### src/include/bal_params.svh
/*
 Register offsets, field positions, reset values and interrupt layout of the bridge audio/link
 status block. Assumes an 8-bit register port with byte-index addresses.
*/
// Contract
// - TDM enable carries input audio as TDM
// - Source select: 0 embedded, 1 local I2S
// - Aux enable adds a 2-channel audio stream
// - Aux enable loaded from strap at power-up
// - Bit 7 enables TDM-to-parallel converter clock
// - I2S output only when source is embedded
// - Bit 3: FIFO reset on audio type change
// - Bit 2: FIFO reset on audio infoframe change
// - Bit 1: FIFO reset on video infoframe change
// - Bit 0: FIFO reset on N/CTS change
// - Status bit 7 shows downstream ready
// - Bit 6 transmit active, only when valid
// - Bits 5:4 report port mode while transmitting
// - Bit 3 shows symbols recovered
// - Bit 2 shows input PLL locked
// - Bit 1 shows no input clock
// - Bit 0 shows frequency settled
`ifndef BAL_PARAMS_SVH
`define BAL_PARAMS_SVH

`define BAL_ADDR_BRIDGE_CONTROL 8'h54
`define BAL_ADDR_AUDIO_SETTINGS 8'h55
`define BAL_ADDR_LINK_STATE 8'h5a
`define BAL_ADDR_IRQ_STATUS 8'h60
`define BAL_ADDR_IRQ_MASK 8'h61

`define BAL_BC_TDM_EN 2
`define BAL_BC_SRC_SEL 1
`define BAL_BC_AUX_EN 0
`define BAL_BC_MASK 8'h07

`define BAL_AS_TDM_PAR 7
`define BAL_AS_I2S_OUT 6
`define BAL_AS_RST_TYPE 3
`define BAL_AS_RST_AIF 2
`define BAL_AS_RST_AVI 1
`define BAL_AS_RST_ACR 0
`define BAL_AS_MASK 8'hcf
`define BAL_AS_RESET 8'h0c
`define BAL_BC_RESET 8'h00
`define BAL_LS_RESET 8'h00

// Interrupt status bits
`define BAL_IRQ_FIFO_RST 0
`define BAL_IRQ_LINK_UP 1
`define BAL_IRQ_LINK_DOWN 2
`define BAL_IRQ_CLK_LOST 3
`define BAL_IRQ_W 4

`endif

### src/include/bal_pkg.sv
/*
 Types of the bridge audio/link status block. Assumes bal_params.svh for numeric constants.
*/
package bal_pkg;
    typedef logic [7:0] bal_byte_t;
    typedef logic [1:0] bal_port_mode_t;
endpackage : bal_pkg

### src/core/bal_regs.sv
/*
 Bridge control, audio settings and link/input status registers with FIFO auto-reset triggers
 and a masked interrupt. Assumes all status inputs are asynchronous to sys_clk_i and the strap
 pin is stable around reset release.
*/
`timescale 1ns/100ps
`include "bal_params.svh"

module bal_regs (
    // Clock and reset
    input wire logic sys_clk_i,
    input wire logic arst_n_i,
    // Register port
    input wire logic [7:0] reg_addr_i,
    input wire bal_pkg::bal_byte_t reg_wdata_i,
    input wire logic reg_wr_i,
    input wire logic reg_rd_i,
    output bal_pkg::bal_byte_t reg_rdata_o,
    // Strap
    input wire logic strap_select_zero_i,
    // Link and input status pins
    input wire logic downstream_ready_i,
    input wire logic serial_tx_on_i,
    input wire logic remote_locked_i,
    input wire logic mode_correct_i,
    input wire bal_pkg::bal_port_mode_t serial_port_mode_i,
    input wire logic input_symbols_recovered_i,
    input wire logic input_pll_locked_i,
    input wire logic input_clock_absent_i,
    input wire logic input_frequency_settled_i,
    // Audio change events, levels toggling per change
    input wire logic audio_type_tgl_i,
    input wire logic audio_infoframe_tgl_i,
    input wire logic video_infoframe_tgl_i,
    input wire logic clock_regen_tgl_i,
    // Audio path controls
    output logic tdm_audio_en_o,
    output logic local_audio_sel_o,
    output logic aux_audio_en_o,
    output logic tdm_to_parallel_en_o,
    output logic converter_clk_sel_o,
    output logic i2s_out_en_o,
    output logic audio_fifo_reset_o,
    // Interrupt
    output logic irq_o
);
    import bal_pkg::*;

    localparam int NS = 13;

    // Positions inside the synchronised pin image
    localparam int SY_STRAP = 12;
    localparam int SY_READY = 11;
    localparam int SY_TX = 10;
    localparam int SY_LOCKED = 9;
    localparam int SY_MODE = 8;
    localparam int SY_PORT_HI = 7;
    localparam int SY_PORT_LO = 6;
    localparam int SY_SYMBOLS = 5;
    localparam int SY_PLL = 4;
    localparam int SY_ABSENT = 3;
    localparam int SY_SETTLED = 2;
    localparam int SY_TYPE = 1;

    // Event order inside the change detector, matching the enable bits
    localparam int EV_TYPE = 3;
    localparam int EV_AIF = 2;
    localparam int EV_AVI = 1;
    localparam int EV_ACR = 0;

    typedef struct packed {
        logic [1:0] rst_sync;
        logic strap_taken;
        bal_byte_t bridge;
        bal_byte_t audio;
        logic [NS-1:0] s1;
        logic [NS-1:0] s2;
        logic [3:0] ev_prev;
        logic fifo_rst;
        logic [`BAL_IRQ_W-1:0] irq_sts;
        logic [`BAL_IRQ_W-1:0] irq_msk;
        logic ready_prev;
        logic clk_absent_prev;
        bal_byte_t rdata;
    } bal_state_t;

    bal_state_t st_q;
    bal_state_t st_d;
    logic rst_n;
    logic [NS-1:0] raw;
    logic tx_ok;
    bal_byte_t link_state;
    logic [3:0] ev_now;
    logic [3:0] ev_chg;
    logic [3:0] ev_en;
    logic [`BAL_IRQ_W-1:0] irq_set;
    logic [`BAL_IRQ_W-1:0] irq_clr;

    // Named views of the synchronised pin image
    logic sy_strap;
    logic sy_ready;
    logic sy_tx;
    logic sy_locked;
    logic sy_mode;
    bal_port_mode_t sy_port;
    logic sy_symbols;
    logic sy_pll;
    logic sy_absent;
    logic sy_settled;
    logic sy_type_tgl;
    bal_port_mode_t port_mode;

    // Register address decode
    logic hit_bc;
    logic hit_as;
    logic hit_ls;
    logic hit_is;
    logic hit_im;

    // Interrupt source events
    logic link_rise;
    logic link_fall;
    logic clk_loss;

    // Three further event toggles share a second synchroniser bank
    logic [2:0] ev_s1_q;
    logic [2:0] ev_s2_q;
    logic [2:0] ev_sync2;

    // Reset release synchroniser; its own flops use the raw reset
    logic [1:0] rst_sq;
    always_ff @(posedge sys_clk_i or negedge arst_n_i) begin
        if (!arst_n_i) begin
            rst_sq <= 2'h0;
        end else begin
            rst_sq <= {rst_sq[0], 1'b1};
        end
    end
    assign rst_n = rst_sq[1];

    // Every asynchronous level but the three event toggles of the second bank enters through s1, logic reads only s2
    assign raw = {strap_select_zero_i,
                  downstream_ready_i,
                  serial_tx_on_i,
                  remote_locked_i,
                  mode_correct_i,
                  serial_port_mode_i,
                  input_symbols_recovered_i,
                  input_pll_locked_i,
                  input_clock_absent_i,
                  input_frequency_settled_i,
                  audio_type_tgl_i,
                  1'b0};

    assign sy_strap = st_q.s2[SY_STRAP];
    assign sy_ready = st_q.s2[SY_READY];
    assign sy_tx = st_q.s2[SY_TX];
    assign sy_locked = st_q.s2[SY_LOCKED];
    assign sy_mode = st_q.s2[SY_MODE];
    assign sy_port = st_q.s2[SY_PORT_HI:SY_PORT_LO];
    assign sy_symbols = st_q.s2[SY_SYMBOLS];
    assign sy_pll = st_q.s2[SY_PLL];
    assign sy_absent = st_q.s2[SY_ABSENT];
    assign sy_settled = st_q.s2[SY_SETTLED];
    assign sy_type_tgl = st_q.s2[SY_TYPE];

    assign hit_bc = (reg_addr_i == `BAL_ADDR_BRIDGE_CONTROL);
    assign hit_as = (reg_addr_i == `BAL_ADDR_AUDIO_SETTINGS);
    assign hit_ls = (reg_addr_i == `BAL_ADDR_LINK_STATE);
    assign hit_is = (reg_addr_i == `BAL_ADDR_IRQ_STATUS);
    assign hit_im = (reg_addr_i == `BAL_ADDR_IRQ_MASK);

    always_comb begin
        st_d = st_q;
        st_d.s1 = raw;
        st_d.s2 = st_q.s1;

        // Transmit status needs active transmitter, locked receiver, valid input and mode
        tx_ok = sy_tx & sy_locked & sy_mode & sy_symbols;

        // Port mode means nothing while not transmitting, so it reads zero
        port_mode = tx_ok ? sy_port : 2'h0;

        link_state = 8'h00;
        link_state[7] = sy_ready;
        link_state[6] = tx_ok;
        link_state[5:4] = port_mode;
        link_state[3] = sy_symbols;
        link_state[2] = sy_pll;
        link_state[1] = sy_absent;
        link_state[0] = sy_settled;

        // Strap taken only once s2 holds a real pin sample, not its reset zero
        if (!st_q.strap_taken) begin
            if (st_q.rst_sync == 2'h2) begin
                st_d.strap_taken = 1'b1;
                st_d.bridge[`BAL_BC_AUX_EN] = sy_strap;
            end else begin
                st_d.rst_sync = st_q.rst_sync + 2'h1;
            end
        end

        // Change detection on toggle levels; both banks have equal latency
        ev_now[EV_TYPE] = sy_type_tgl;
        ev_now[EV_AIF] = ev_sync2[2];
        ev_now[EV_AVI] = ev_sync2[1];
        ev_now[EV_ACR] = ev_sync2[0];
        ev_chg = ev_now ^ st_q.ev_prev;
        st_d.ev_prev = ev_now;

        ev_en[EV_TYPE] = st_q.audio[`BAL_AS_RST_TYPE];
        ev_en[EV_AIF] = st_q.audio[`BAL_AS_RST_AIF];
        ev_en[EV_AVI] = st_q.audio[`BAL_AS_RST_AVI];
        ev_en[EV_ACR] = st_q.audio[`BAL_AS_RST_ACR];
        st_d.fifo_rst = |(ev_chg & ev_en);

        link_rise = link_state[7] & ~st_q.ready_prev;
        link_fall = ~link_state[7] & st_q.ready_prev;
        clk_loss = link_state[1] & ~st_q.clk_absent_prev;
        st_d.ready_prev = link_state[7];
        st_d.clk_absent_prev = link_state[1];

        irq_set = '0;
        irq_set[`BAL_IRQ_FIFO_RST] = st_d.fifo_rst;
        irq_set[`BAL_IRQ_LINK_UP] = link_rise;
        irq_set[`BAL_IRQ_LINK_DOWN] = link_fall;
        irq_set[`BAL_IRQ_CLK_LOST] = clk_loss;
        irq_clr = '0;

        if (reg_wr_i) begin
            if (hit_bc) begin
                st_d.bridge = reg_wdata_i & `BAL_BC_MASK;
            end else if (hit_as) begin
                st_d.audio = reg_wdata_i & `BAL_AS_MASK;
            end else if (hit_is) begin
                irq_clr = reg_wdata_i[`BAL_IRQ_W-1:0];
            end else if (hit_im) begin
                st_d.irq_msk = reg_wdata_i[`BAL_IRQ_W-1:0];
            end else if (hit_ls) begin
                // Read-only status keeps its live value
                st_d.rdata = st_d.rdata;
            end
        end

        // Read data stand for one cycle only, zero otherwise
        st_d.rdata = 8'h00;
        if (reg_rd_i) begin
            if (hit_bc) begin
                st_d.rdata = st_q.bridge;
            end else if (hit_as) begin
                st_d.rdata = st_q.audio;
            end else if (hit_ls) begin
                st_d.rdata = link_state;
            end else if (hit_is) begin
                st_d.rdata = {4'h0, st_q.irq_sts};
            end else if (hit_im) begin
                st_d.rdata = {4'h0, st_q.irq_msk};
            end
        end

        // Set wins over a simultaneous clear, so no event is lost
        for (int b = 0; b < `BAL_IRQ_W; b++) begin
            st_d.irq_sts[b] = irq_set[b] | (st_q.irq_sts[b] & ~irq_clr[b]);
        end
    end

    always_ff @(posedge sys_clk_i or negedge rst_n) begin
        if (!rst_n) begin
            ev_s1_q <= 3'h0;
            ev_s2_q <= 3'h0;
        end else begin
            ev_s1_q <= {audio_infoframe_tgl_i, video_infoframe_tgl_i, clock_regen_tgl_i};
            ev_s2_q <= ev_s1_q;
        end
    end
    assign ev_sync2 = ev_s2_q;

    // All state leaves reset together, two edges after the pin releases
    always_ff @(posedge sys_clk_i or negedge rst_n) begin
        if (!rst_n) begin
            st_q.rst_sync <= 2'h0;
            st_q.strap_taken <= 1'b0;
            st_q.bridge <= `BAL_BC_RESET;
            st_q.audio <= `BAL_AS_RESET;
            st_q.s1 <= '0;
            st_q.s2 <= '0;
            st_q.ev_prev <= 4'h0;
            st_q.fifo_rst <= 1'b0;
            st_q.irq_sts <= '0;
            st_q.irq_msk <= '0;
            st_q.ready_prev <= 1'b0;
            st_q.clk_absent_prev <= 1'b0;
            st_q.rdata <= 8'h00;
        end else begin
            st_q <= st_d;
        end
    end

    assign reg_rdata_o = st_q.rdata;
    assign tdm_audio_en_o = st_q.bridge[`BAL_BC_TDM_EN];
    assign local_audio_sel_o = st_q.bridge[`BAL_BC_SRC_SEL];
    assign aux_audio_en_o = st_q.bridge[`BAL_BC_AUX_EN];
    assign tdm_to_parallel_en_o = st_q.audio[`BAL_AS_TDM_PAR];
    assign converter_clk_sel_o = st_q.audio[`BAL_AS_TDM_PAR];
    // Embedded audio to I2S pins only while embedded source chosen
    assign i2s_out_en_o = st_q.audio[`BAL_AS_I2S_OUT] & ~st_q.bridge[`BAL_BC_SRC_SEL];
    assign audio_fifo_reset_o = st_q.fifo_rst;
    assign irq_o = |(st_q.irq_sts & st_q.irq_msk);

endmodule : bal_regs

### config.mk
export PLATFORM = sky130hd
export DESIGN_NAME = bal_regs
export DESIGN_NICKNAME = d
export VERILOG_FILES = /design/src/include/bal_pkg.sv /design/src/core/bal_regs.sv
export VERILOG_INCLUDE_DIRS = /design/src /design/src/include
export SDC_FILE = /design/constraint.sdc
export NUM_CORES = 1
export LEC_CHECK = 0
export ABC_CLOCK_PERIOD_IN_PS = 2000
export BUFFER_PORTS_ARGS = -buffer_cell sky130_fd_sc_hd__buf_4
export CAP_MARGIN = 15
export CORE_MARGIN = 4
export CORE_UTILIZATION = 49
export CTS_CLUSTER_DIAMETER = 200
export DETAILED_ROUTE_END_ITERATION = 8
export PLACE_DENSITY_LB_ADDON = 0.12
export SLEW_MARGIN = 20
export SYNTH_ARGS = -nofsm -noshare
export SYNTH_HDL_FRONTEND = slang
export SYNTH_SLANG_ARGS = --single-unit
### constraint.sdc
create_clock -name sys_clk_i -period 2 [get_ports sys_clk_i]
set_input_delay 0.2 -clock sys_clk_i [delete_from_list [all_inputs] [get_ports sys_clk_i]]
set_output_delay 0.2 -clock sys_clk_i [all_outputs]
set_load 0.02 [all_outputs]
==> flow_summary.toml, run 1 <==
[cells_and_area]
drive_gt1_frac = 0.407
post-route-util = 0.643
antenna_cells = 0
syn_to_final_growth_pct = 27.0
nNetsFinal = 272
final_common_cell = "dfrtp_1"
layout_common_cells = "dfrtp_1 (64), buf_4 (48), mux2_2 (21)"

[synthesis]
syn-instance-count = 173
ys.flop_type = "dfrtp_1"
synthSimpleGateAreaFrac = 0.135
postSynthAreaPerCell_um2 = 15.0
synthMuxAreaShare = 0.0914
ys_ff_latch = 67
synth_compound_area_frac = 0.0571
synth_top_family_by_area = "simple AND/OR/NAND/NOR gates"
synth_edf_count = 0
async_flop_share = 1.00
synth_area_leader_cell = "dfrtp_1"
synth.top_cell.area_share = 0.629
synthesis.nets = 209
synth_area_um2 = 2590
ys_seq_area_frac = 0.649
synth.area.top_cells = "dfrtp_1 (63%), mux2_2 (9.1%), buf_4 (2.6%)"
synth.distinct_cells = 42
synth_warnings = 0
synthAdderAreaFrac = 0.00484
synth_xor_area_frac = 0.0169

[drt]
drt_iter0_drc = 107
drc = 0
viasPerCell = 5.08
drt-total-wl_um = 4690
final_antenna_net_count = 0
vias = 1581
first_pass_iters = 4
wire_per_inst_um = 15.1

[clocking]
numCtsBuffers = 9
clock_path_buffers = 2
cts_root_buf = "clkbuf_8"
htreeDepth = 3
clkSinkCount = 67
tritoncts = "done"
clk_pin_slew_ps = 70
insertion_delay_ps = 330

[sta]
hold_viol = 0
fmax_mhz = 695
setup_violations = 0
fin_crit_ps = 1440
tightest_slew_ps = 551
fin_tns_setup_ps = 0
slew_headroom = 0.633
fin_skew_ps = 7.49
finalMaxSlewViolations = 0
fin_crit_sh = 0.720
rsz0062_at_grt = "false"

[worst_setup_path]
crit_chain = "inv_1, ha_1, nor2b_1, mux2_2, mux2_2"
crit_type = "reg2reg"
setup.worst_path.start_class = "flop"
critical-path-top-delay-family = "multiplexers"
crit_path_top_delay_cell = "dfrtp_1"
critPathMaxFanout = 2
cp_common_cell = "mux2_2"
required_ps = 2210
crit_path_end_kind = "flop"
cp.arrival_ps = 1650
worst_path_largest_cell_delay_ps = 390
path_buf_inv = 1

[global_route]
overflow = 0
grt_max_degree = 42
globalRouteTotalUtil = 0.166
grt_pass1_wl_um = 8010
antenna_found_initial = 0
grt_pass1_vias = 1724

[pwr]
power_density_nw_per_um2 = 787
peakVddDrop_uv = 737
leakagePower_nw = 1.51

[floorplan]
dieHeight_um = 80.7
die_x_um = 80.7
row_count = 26
dieArea_um2 = 6510
start_util = 0.507
coreArea_um2 = 5110
ioPinCount = 51

[placement]
dp_hpwl_um = 3440
port_buffers = 48
finalWeightedCongestion = 0.840

[status]
status = "finished, final reports clean"

[hold_path]
hp-class = "in2reg"

[flow_run]
max_cap_violations = 0
final cells by class:
class | instances | area [um^2]
Fill cell | 396 | 1820
Clock inverter | 5 | 30.0
Tap cell | 70 | 87.6
Timing Repair Buffer | 65 | 541
Inverter | 6 | 22.5
Multi-Input combinational cell | 87 | 793
Sequential cell | 67 | 1680
Clock buffer | 11 | 131
timing repair:
item	in CTS	in global routing
endpoints found under the hold margin	17	0
buffers inserted	0	0
resized for setup	0	0
hold buffers	16	0
report_power, final:
part	switching, mW	internal [mW]	total [mW]	leakage [nW]
clock	0.465	0.443	0.908	0.0791
sequential	0.0366	1.41	1.45	0.804
combinational	0.105	0.125	0.230	0.626
total	0.607	1.98	2.59	1.51
flip-flops by register name, indices dropped and copies added, names as in the netlist, 2 cells and up:
| register | count |
|---|---|
| st_q | 24 |
| link_state | 5 |
| reg_rdata_o | 8 |
| ev_s2_q | 3 |
| rst_sq | 2 |
| ev_en | 4 |
| st_d | 12 |
| ev_s1_q | 3 |
routing by layer:
| layer | part of all wire | vias to the layer above | routed length [um] | GRT usage |
|---|---|---|---|---|
| met2 | 0.48 | 46 | 2250 | 0.252 |
| met5 | 0 | - | 0 | 0 |
| met3 | 0.072 | 13 | 339 | 0.0471 |
| met1 | 0.42 | 785 | 1970 | 0.214 |
| met4 | 0.027 | 0 | 127 | 0.0929 |
| li1 | - | 737 | - | - |
final timing paths:
check	start	cells past startpoint	slack, ps	end
min in group asynchronous	arst_n_i	2	170	rst_sq[0]$_DFF_PN0_
setup reg to reg	st_q[66]$_DFFE_PN0P_	5	560	aux_audio_en_o$_DFF_PN0_
max in group asynchronous	rst_sq[1]$_DFF_PN0_	1	1090	ev_en[2]$_DFFE_PN1P_
setup / recovery	st_q[66]$_DFFE_PN0P_	5	560	aux_audio_en_o$_DFF_PN0_
hold / removal	reg_wdata_i[6]	2	100	st_q[55]$_DFFE_PN0P_
hold reg to reg	rst_sq[1]$_DFF_PN0_	0	260	st_d[33]$_DFF_PN0_
per-stage QoR:
step                setup WS (ps)  cell area, um^2  std cells  hold slack (ps)  power, mW
floorplan                     624             2590        173            -95.6       1.57
global placement              451             2960        279            -17.6       1.67
detailed placement            459             2960        279            -15.0       1.68
CTS                           547             3290        311             83.8       2.63
global route                  482             3290        311             86.7       2.71
finish                        560             3290        311             97.1       2.59
synth_stat cells, types with 2 or more instances:
cell and count:
a21oi_1 2, a22o_1 2, a22oi_1 4, a31oi_1 4, buf_2 2, buf_4 9, dfrtp_1 65, dfstp_2 2
inv_1 6, mux2_2 21, nand2_1 3, nand3_1 9, nand4_1 4, nand4b_1 3, nor2b_1 3, nor3_1 2
nor4b_4 2, o41ai_1 3, xor2_1 4
logic make-up after synthesis:
kind of cell / after synthesis
flip-flops: 67
XOR/XNOR: 5
adder cells (fa/ha/maj): 1
multiplexers: 21
buffers and inverters: 19
other: 1
AND/OR/NAND/NOR: 40
AO/OA/AOI/OAI: 19
Note: power is estimated with default switching activity, not from simulation.
==> run 2, diff against run 1 <==
--- a/config.mk
+++ b/config.mk
@@ -6,7 +6,8 @@
 export SDC_FILE = /design/constraint.sdc
 export NUM_CORES = 1
 export LEC_CHECK = 0
-export ABC_CLOCK_PERIOD_IN_PS = 2000
+export ABC_AREA = 1
+export ABC_CLOCK_PERIOD_IN_PS = 1200
 export BUFFER_PORTS_ARGS = -buffer_cell sky130_fd_sc_hd__buf_4
 export CAP_MARGIN = 15
 export CORE_MARGIN = 4
==> constraint.sdc (replaced) <==
create_clock -name sys_clk_i -period 1.2 [get_ports sys_clk_i]
set_input_delay 0.12 -clock sys_clk_i [delete_from_list [all_inputs] [get_ports sys_clk_i]]
set_output_delay 0.12 -clock sys_clk_i [all_outputs]
set_load 0.02 [all_outputs]
==> run 2 against run 1 <==
  * Count of clock-buffer cells in the layout increased by 4
  * Utilization is 3.4 points higher
  * Synthesized area about the same
  * Non-clock buffer count is 13 higher
  * First-iteration DRC count increased by 16%
  * Setup slack got worse by 600 ps
  * The flow now finishes with violations (setup timing)
  * Final cell count is 28% higher
==> flow_summary.toml, run 2 <==
[synthesis]
synth_common_cells = "dfrtp_1 (65), nand2_1 (50), inv_1 (23), o21ai_0 (23), nand3_1 (22)"
ys.flop_type = "dfrtp_1"
synth_area_um2 = 2590
synth.top_cell.area_share = 0.629
ys_seq_area_frac = 0.649
synth.area.top_cells = "dfrtp_1 (63%), nand2_1 (7.3%), o21ai_0 (4.5%)"
async_flop_share = 1.00
syn-instance-count = 244
synth_warnings = 0
postSynthAreaPerCell_um2 = 10.6
synth_edf_count = 0
synth_area_leader_cell = "dfrtp_1"
synthesis.nets = 280
synth.most_common_cell = "dfrtp_1"
ys_ff_latch = 67
synth.distinct_cells = 26

[drt]
drc = 0
first_pass_iters = 4
viasPerCell = 4.64
wire_per_inst_um = 12.3
final_antenna_net_count = 0
drt_iter0_drc = 124
drt-total-wl_um = 4870
vias = 1844

[sta]
fin_crit_sh = 1.03
fin_skew_ps = 7.17
fin_crit_ps = 1240
hold_ws_ps = 25.8
rsz0062_at_grt = "true"
fmax_mhz = 808
setup_slack_ps = -38.1
setup_violations = 1
hold_viol = 0
finalMaxSlewViolations = 0

[worst_setup_path]
cp.arrival_ps = 1120
required_ps = 1080
crit_path_end_kind = "output pin"
setup.worst_path.start_class = "flop"
critPathMaxFanout = 3
crit_type = "reg2out"

[placement]
finalWeightedCongestion = 0.831
port_buffers = 48
dp.cells = 358
place_area_um2 = 3010
dpl_worst_slack_ps = 2.78
dp_hpwl_um = 3400

[floorplan]
start_util = 0.506
row_count = 26
dieArea_um2 = 6500
ioPinCount = 51
dieHeight_um = 80.7
die_x_um = 80.7
coreArea_um2 = 5110

[cells_and_area]
layout_common_cells = "dfrtp_1 (64), buf_4 (60), nand2_1 (49)"
antenna_cells = 0
largest_reg_flops = 24
top_register = "st_q"
syn_to_final_growth_pct = 33.7
nNetsFinal = 358
final_common_cell = "dfrtp_1"
drive_gt1_frac = 0.309
fill_cells = 399
instances_no_fill = 397
final_area_um2 = 3460

[global_route]
grt_pass1_wl_um = 8310
antenna_found_initial = 0
grt_max_degree = 41
globalRouteTotalUtil = 0.173
grt_pass1_vias = 1802
overflow = 0

[clocking]
clkSinkCount = 67
insertion_delay_ps = 320
clk_pin_slew_ps = 60
cts_root_buf = "clkbuf_8"
clock_path_buffers = 2
tritoncts = "done"
htreeDepth = 3
numCtsBuffers = 9

[pwr]
leakagePower_nw = 1.77
power_density_nw_per_um2 = 1370
peakVddDrop_uv = 1090

[flow_run]
max_cap_violations = 0

[status]
status = "complete, but fails checks"
violations = "setup timing"

[hold_path]
hp-class = "in2reg"
## run 2: changes by cell type after synthesis, moves of 4 or more
cell / delta
o21ai_0: +22
nand3_1: +13
nand2_2: +4
mux2_2: -21
a22oi_1: -4
a31oi_1: -4
nor2_1: +19
inv_1: +17
nand2_1: +47
## run 2: per-layer routing
layer  vias up  global-route usage  wire [um]  part of all wire
li1        923                   -          -                 -
met2        55               0.268       2400              0.49
met3        12              0.0549        314             0.064
met1       854               0.221       2040              0.42
met5         -                   0          0                 0
met4         0              0.0828        114             0.023
## run 2: repair_timing
action	CTS	global route
resized for setup	2	4
setup buffers	4	2
endpoints found under the hold margin	18	0
pin swaps	1	1
hold buffers	17	0
endpoints found under the setup margin	1	3
## run 2: area by class of cell
cell class	instances	area, um^2	area share
inverter	24	90.1	0.0260
timing repair buffer	78	641	0.185
clock inverter	1	30.0	0.00868
tap	70	87.6	0.0253
sequential	67	1680	0.486
clock buffer	15	186	0.0539
multi-input combinational	142	743	0.215
## run 2: worst paths after layout
path | start | to | slack [ps] | cells after the start
setup / recovery | st_q[14]$_DFF_PN0_ | irq_o | -40 | 3
hold / removal | reg_wdata_i[3] | st_q[13]$_DFFE_PN0P_ | 30 | 3
setup reg to reg | st_q[66]$_DFFE_PN0P_ | aux_audio_en_o$_DFF_PN0_ | 120 | 7
hold reg to reg | rst_sq[1]$_DFF_PN0_ | st_d[33]$_DFF_PN0_ | 90 | 0
max in group asynchronous | rst_sq[1]$_DFF_PN0_ | ev_en[3]$_DFFE_PN1P_ | 570 | 1
min in group asynchronous | rst_sq[1]$_DFF_PN0_ | st_d[33]$_DFF_PN0_ | 90 | 0
## run 2: cells by family (layout without fill, tap and decap cells)
| group | count (synthesis) | after routing | share of synthesized area |
|---|---|---|---|
| buf+inv | 35 | 118 | 0.0697 |
| other cells | 1 | 1 | 0.00145 |
| compound gates | 27 | 27 | 0.0561 |
| simple gates | 112 | 112 | 0.215 |
| fa+ha+maj | 1 | 1 | 0.00484 |
| xor+xnor | 1 | 1 | 0.00339 |
| flops | 67 | 67 | 0.649 |
## run 2: power by group
part	internal [mW]	switching [mW]
Clock	1.19	0.752
Combinational	0.190	0.202
Sequential	2.36	0.0478
## run 2: metrics by stage
stage          TNS (ps)  utilization  power [mW]
2_1_floorplan         0            -        2.60
3_3_place_gp          0        0.589        2.78
3_5_place_dp          0        0.589        2.79
4_1_cts           -28.7        0.672        4.80
5_1_grt            -118        0.677        4.98
6_report          -38.1        0.677        4.74
## run 2: worst max-delay path, stage by stage (launching register included)
cell,delay [ps]
dfrtp_1,410
nand2_1,100
o2111ai_2,110
buf_4,180
==> run 3, diff against run 2 <==
--- a/config.mk
+++ b/config.mk
@@ -6,10 +6,9 @@
 export SDC_FILE = /design/constraint.sdc
 export NUM_CORES = 1
 export LEC_CHECK = 0
-export ABC_AREA = 1
+export ABC_AREA = 0
 export ABC_CLOCK_PERIOD_IN_PS = 1200
 export BUFFER_PORTS_ARGS = -buffer_cell sky130_fd_sc_hd__buf_4
-export CAP_MARGIN = 15
 export CORE_MARGIN = 4
 export CORE_UTILIZATION = 49
 export CTS_CLUSTER_DIAMETER = 200
==> run 3 against run 2 <==
  * The flow still finishes with violations (setup timing)
  * Die area about the same
  * Final cell count fell by 15%
  * Utilization increased by 2.8 points
  * Non-clock buffer count up 15
  * Global-route usage is 0.94 points higher
  * Count of clock-buffer cells in the layout is 1 lower
  * Via count shrank 8.1%
  * Critical endpoint is now aux_audio_en_o$_DFF_PN0_
  * Largest cell class unchanged
==> flow_summary.toml, run 3 (synthesis gave the netlist of run 1 again) <==
[worst_setup_path]
crit_end = "aux_audio_en_o$_DFF_PN0_"
r2r_end = "aux_audio_en_o$_DFF_PN0_"
cp.arrival_ps = 1630
required_ps = 1410
ff2ff_path_depth = 5
rrSetupSlack_ps = -220
crit_type = "reg2reg"
setup.worst_path.start_class = "flop"
critPathMaxFanout = 2
crit_path_end_kind = "flop"
rr_startpoint = "st_q[66]$_DFFE_PN0P_"
crit_start = "st_q[66]$_DFFE_PN0P_"

[status]
violations = "setup timing"
status = "complete, but fails checks"

[cells_and_area]
largest_reg_flops = 24
post-route-util = 0.705
antenna_cells = 0
top_register = "st_q"
nNetsFinal = 300
drive_gt1_frac = 0.491
layout_common_cells = "buf_4 (72), dfrtp_1 (64), mux2_2 (20)"
syn_to_final_growth_pct = 39.1
instances_no_fill = 339
final_common_cell = "buf_4"

[sta]
rsz0062_at_grt = "true"
hold_viol = 0
finalMaxSlewViolations = 0
setup_violations = 4
fmax_mhz = 706
fin_crit_ps = 1420
fin_skew_ps = 11.0
setup_slack_ps = -216
fin_crit_sh = 1.18

[hold_path]
hp-class = "in2reg"

[drt]
viasPerCell = 5.00
first_pass_iters = 4
drt-total-wl_um = 5170
final_antenna_net_count = 0
drt_iter0_drc = 47
drc = 0
vias = 1695
wire_per_inst_um = 15.2

[floorplan]
dieArea_um2 = 6510
dieHeight_um = 80.7
coreArea_um2 = 5110
die_x_um = 80.7
start_util = 0.507
ioPinCount = 51
row_count = 26

[global_route]
globalRouteTotalUtil = 0.183
overflow = 0
grt_max_degree = 40
grt_pass1_wl_um = 8510
antenna_found_initial = 0
grt_pass1_vias = 1846

[clocking]
clk_pin_slew_ps = 60
clkSinkCount = 67
tritoncts = "done"
numCtsBuffers = 9
htreeDepth = 3
clock_path_buffers = 2
insertion_delay_ps = 330
cts_root_buf = "clkbuf_8"

[placement]
dp.cells = 299
dp_hpwl_um = 3650
port_buffers = 48
finalWeightedCongestion = 0.767

[pwr]
power_switching_mw = 1.00
p_sw_frac = 0.214
power_density_nw_per_um2 = 1300
intPower_mw = 3.69
power_frac_comb = 0.100
pwr-share-clk = 0.389
pwr-share-seq = 0.512
peakVddDrop_uv = 984
leakagePower_nw = 1.69

[flow_run]
max_cap_violations = 0
[run 3: cell count changes in the layout (fill, tap and decap cells not counted), sizes merged, moves of 15 or more]
cell,change
buf,+15
nand2,-54
o21ai,-23
mux2,+21
nor2,-27
inv,-18
[run 3: layout make-up]
type	count	area [um^2]
clock inverter	2	35.0
inverter	6	22.5
clock buffer	14	163
tap	70	87.6
fill	364	1510
multi-input combinational	87	847
sequential	67	1680
timing repair buffer	93	764
[run 3: worst min-delay path by stage]
stage,startpoint,to,slack [ps],depth (start not counted)
5_1_grt,reg_wdata_i[7],converter_clk_sel_o$_DFFE_PN0P_,20,2
6_report,reg_wdata_i[7],converter_clk_sel_o$_DFFE_PN0P_,30,2
3_3_place_gp,arst_n_i,rst_sq[0]$_DFF_PN0_,-100,1
4_1_cts,reg_wdata_i[7],converter_clk_sel_o$_DFFE_PN0P_,20,2
2_1_floorplan,arst_n_i,rst_sq[0]$_DFF_PN0_,-180,0
3_5_place_dp,arst_n_i,rst_sq[0]$_DFF_PN0_,-90,1
[run 3: power groups by stage]
stage,Combinational (mW),Sequential [mW],Clock [mW]
final,0.468,2.40,1.82
after global placement,0.396,2.44,0
after global routing,0.512,2.41,1.97
after floorplan,0.147,2.47,0
after CTS,0.472,2.40,1.87
after detailed placement,0.406,2.44,0
[run 3: critical path, stage by stage (launching register included)]
cell	delay [ps]
dfrtp_1	370
inv_1	70
ha_2	180
nor2b_4	140
mux2_4	290
mux2_2	250
[run 3: through the flow]
stage | area, um^2 | hold slack (ps) | setup WS, ps | TNS, ps | total power, mW
after floorplan | 2590 | -176 | -176 | -178 | 2.62
after global placement | 3110 | -97.6 | -181 | -499 | 2.83
after detailed placement | 3110 | -94.4 | -231 | -1210 | 2.85
after CTS | 3580 | 15.3 | -196 | -283 | 4.75
after global routing | 3600 | 17.2 | -251 | -771 | 4.89
final | 3600 | 30.7 | -216 | -512 | 4.69
[run 3: repair_timing]
item	4_1_cts	5_1_grt
hold buffers	17	0
endpoints found under the hold margin	18	0
pin swaps	2	1
buffers inserted	5	2
gates resized for setup	14	1
endpoints found under the setup margin	6	6
cloned	0	0
[run 3: per-layer routing]
metal / GRT usage / wire (um) / part of all wire
met5: 0 / 0 / 0
met4: 0.0861 / 72 / 0.014
met3: 0.0538 / 281 / 0.054
met2: 0.320 / 2730 / 0.53
met1: 0.202 / 2080 / 0.40
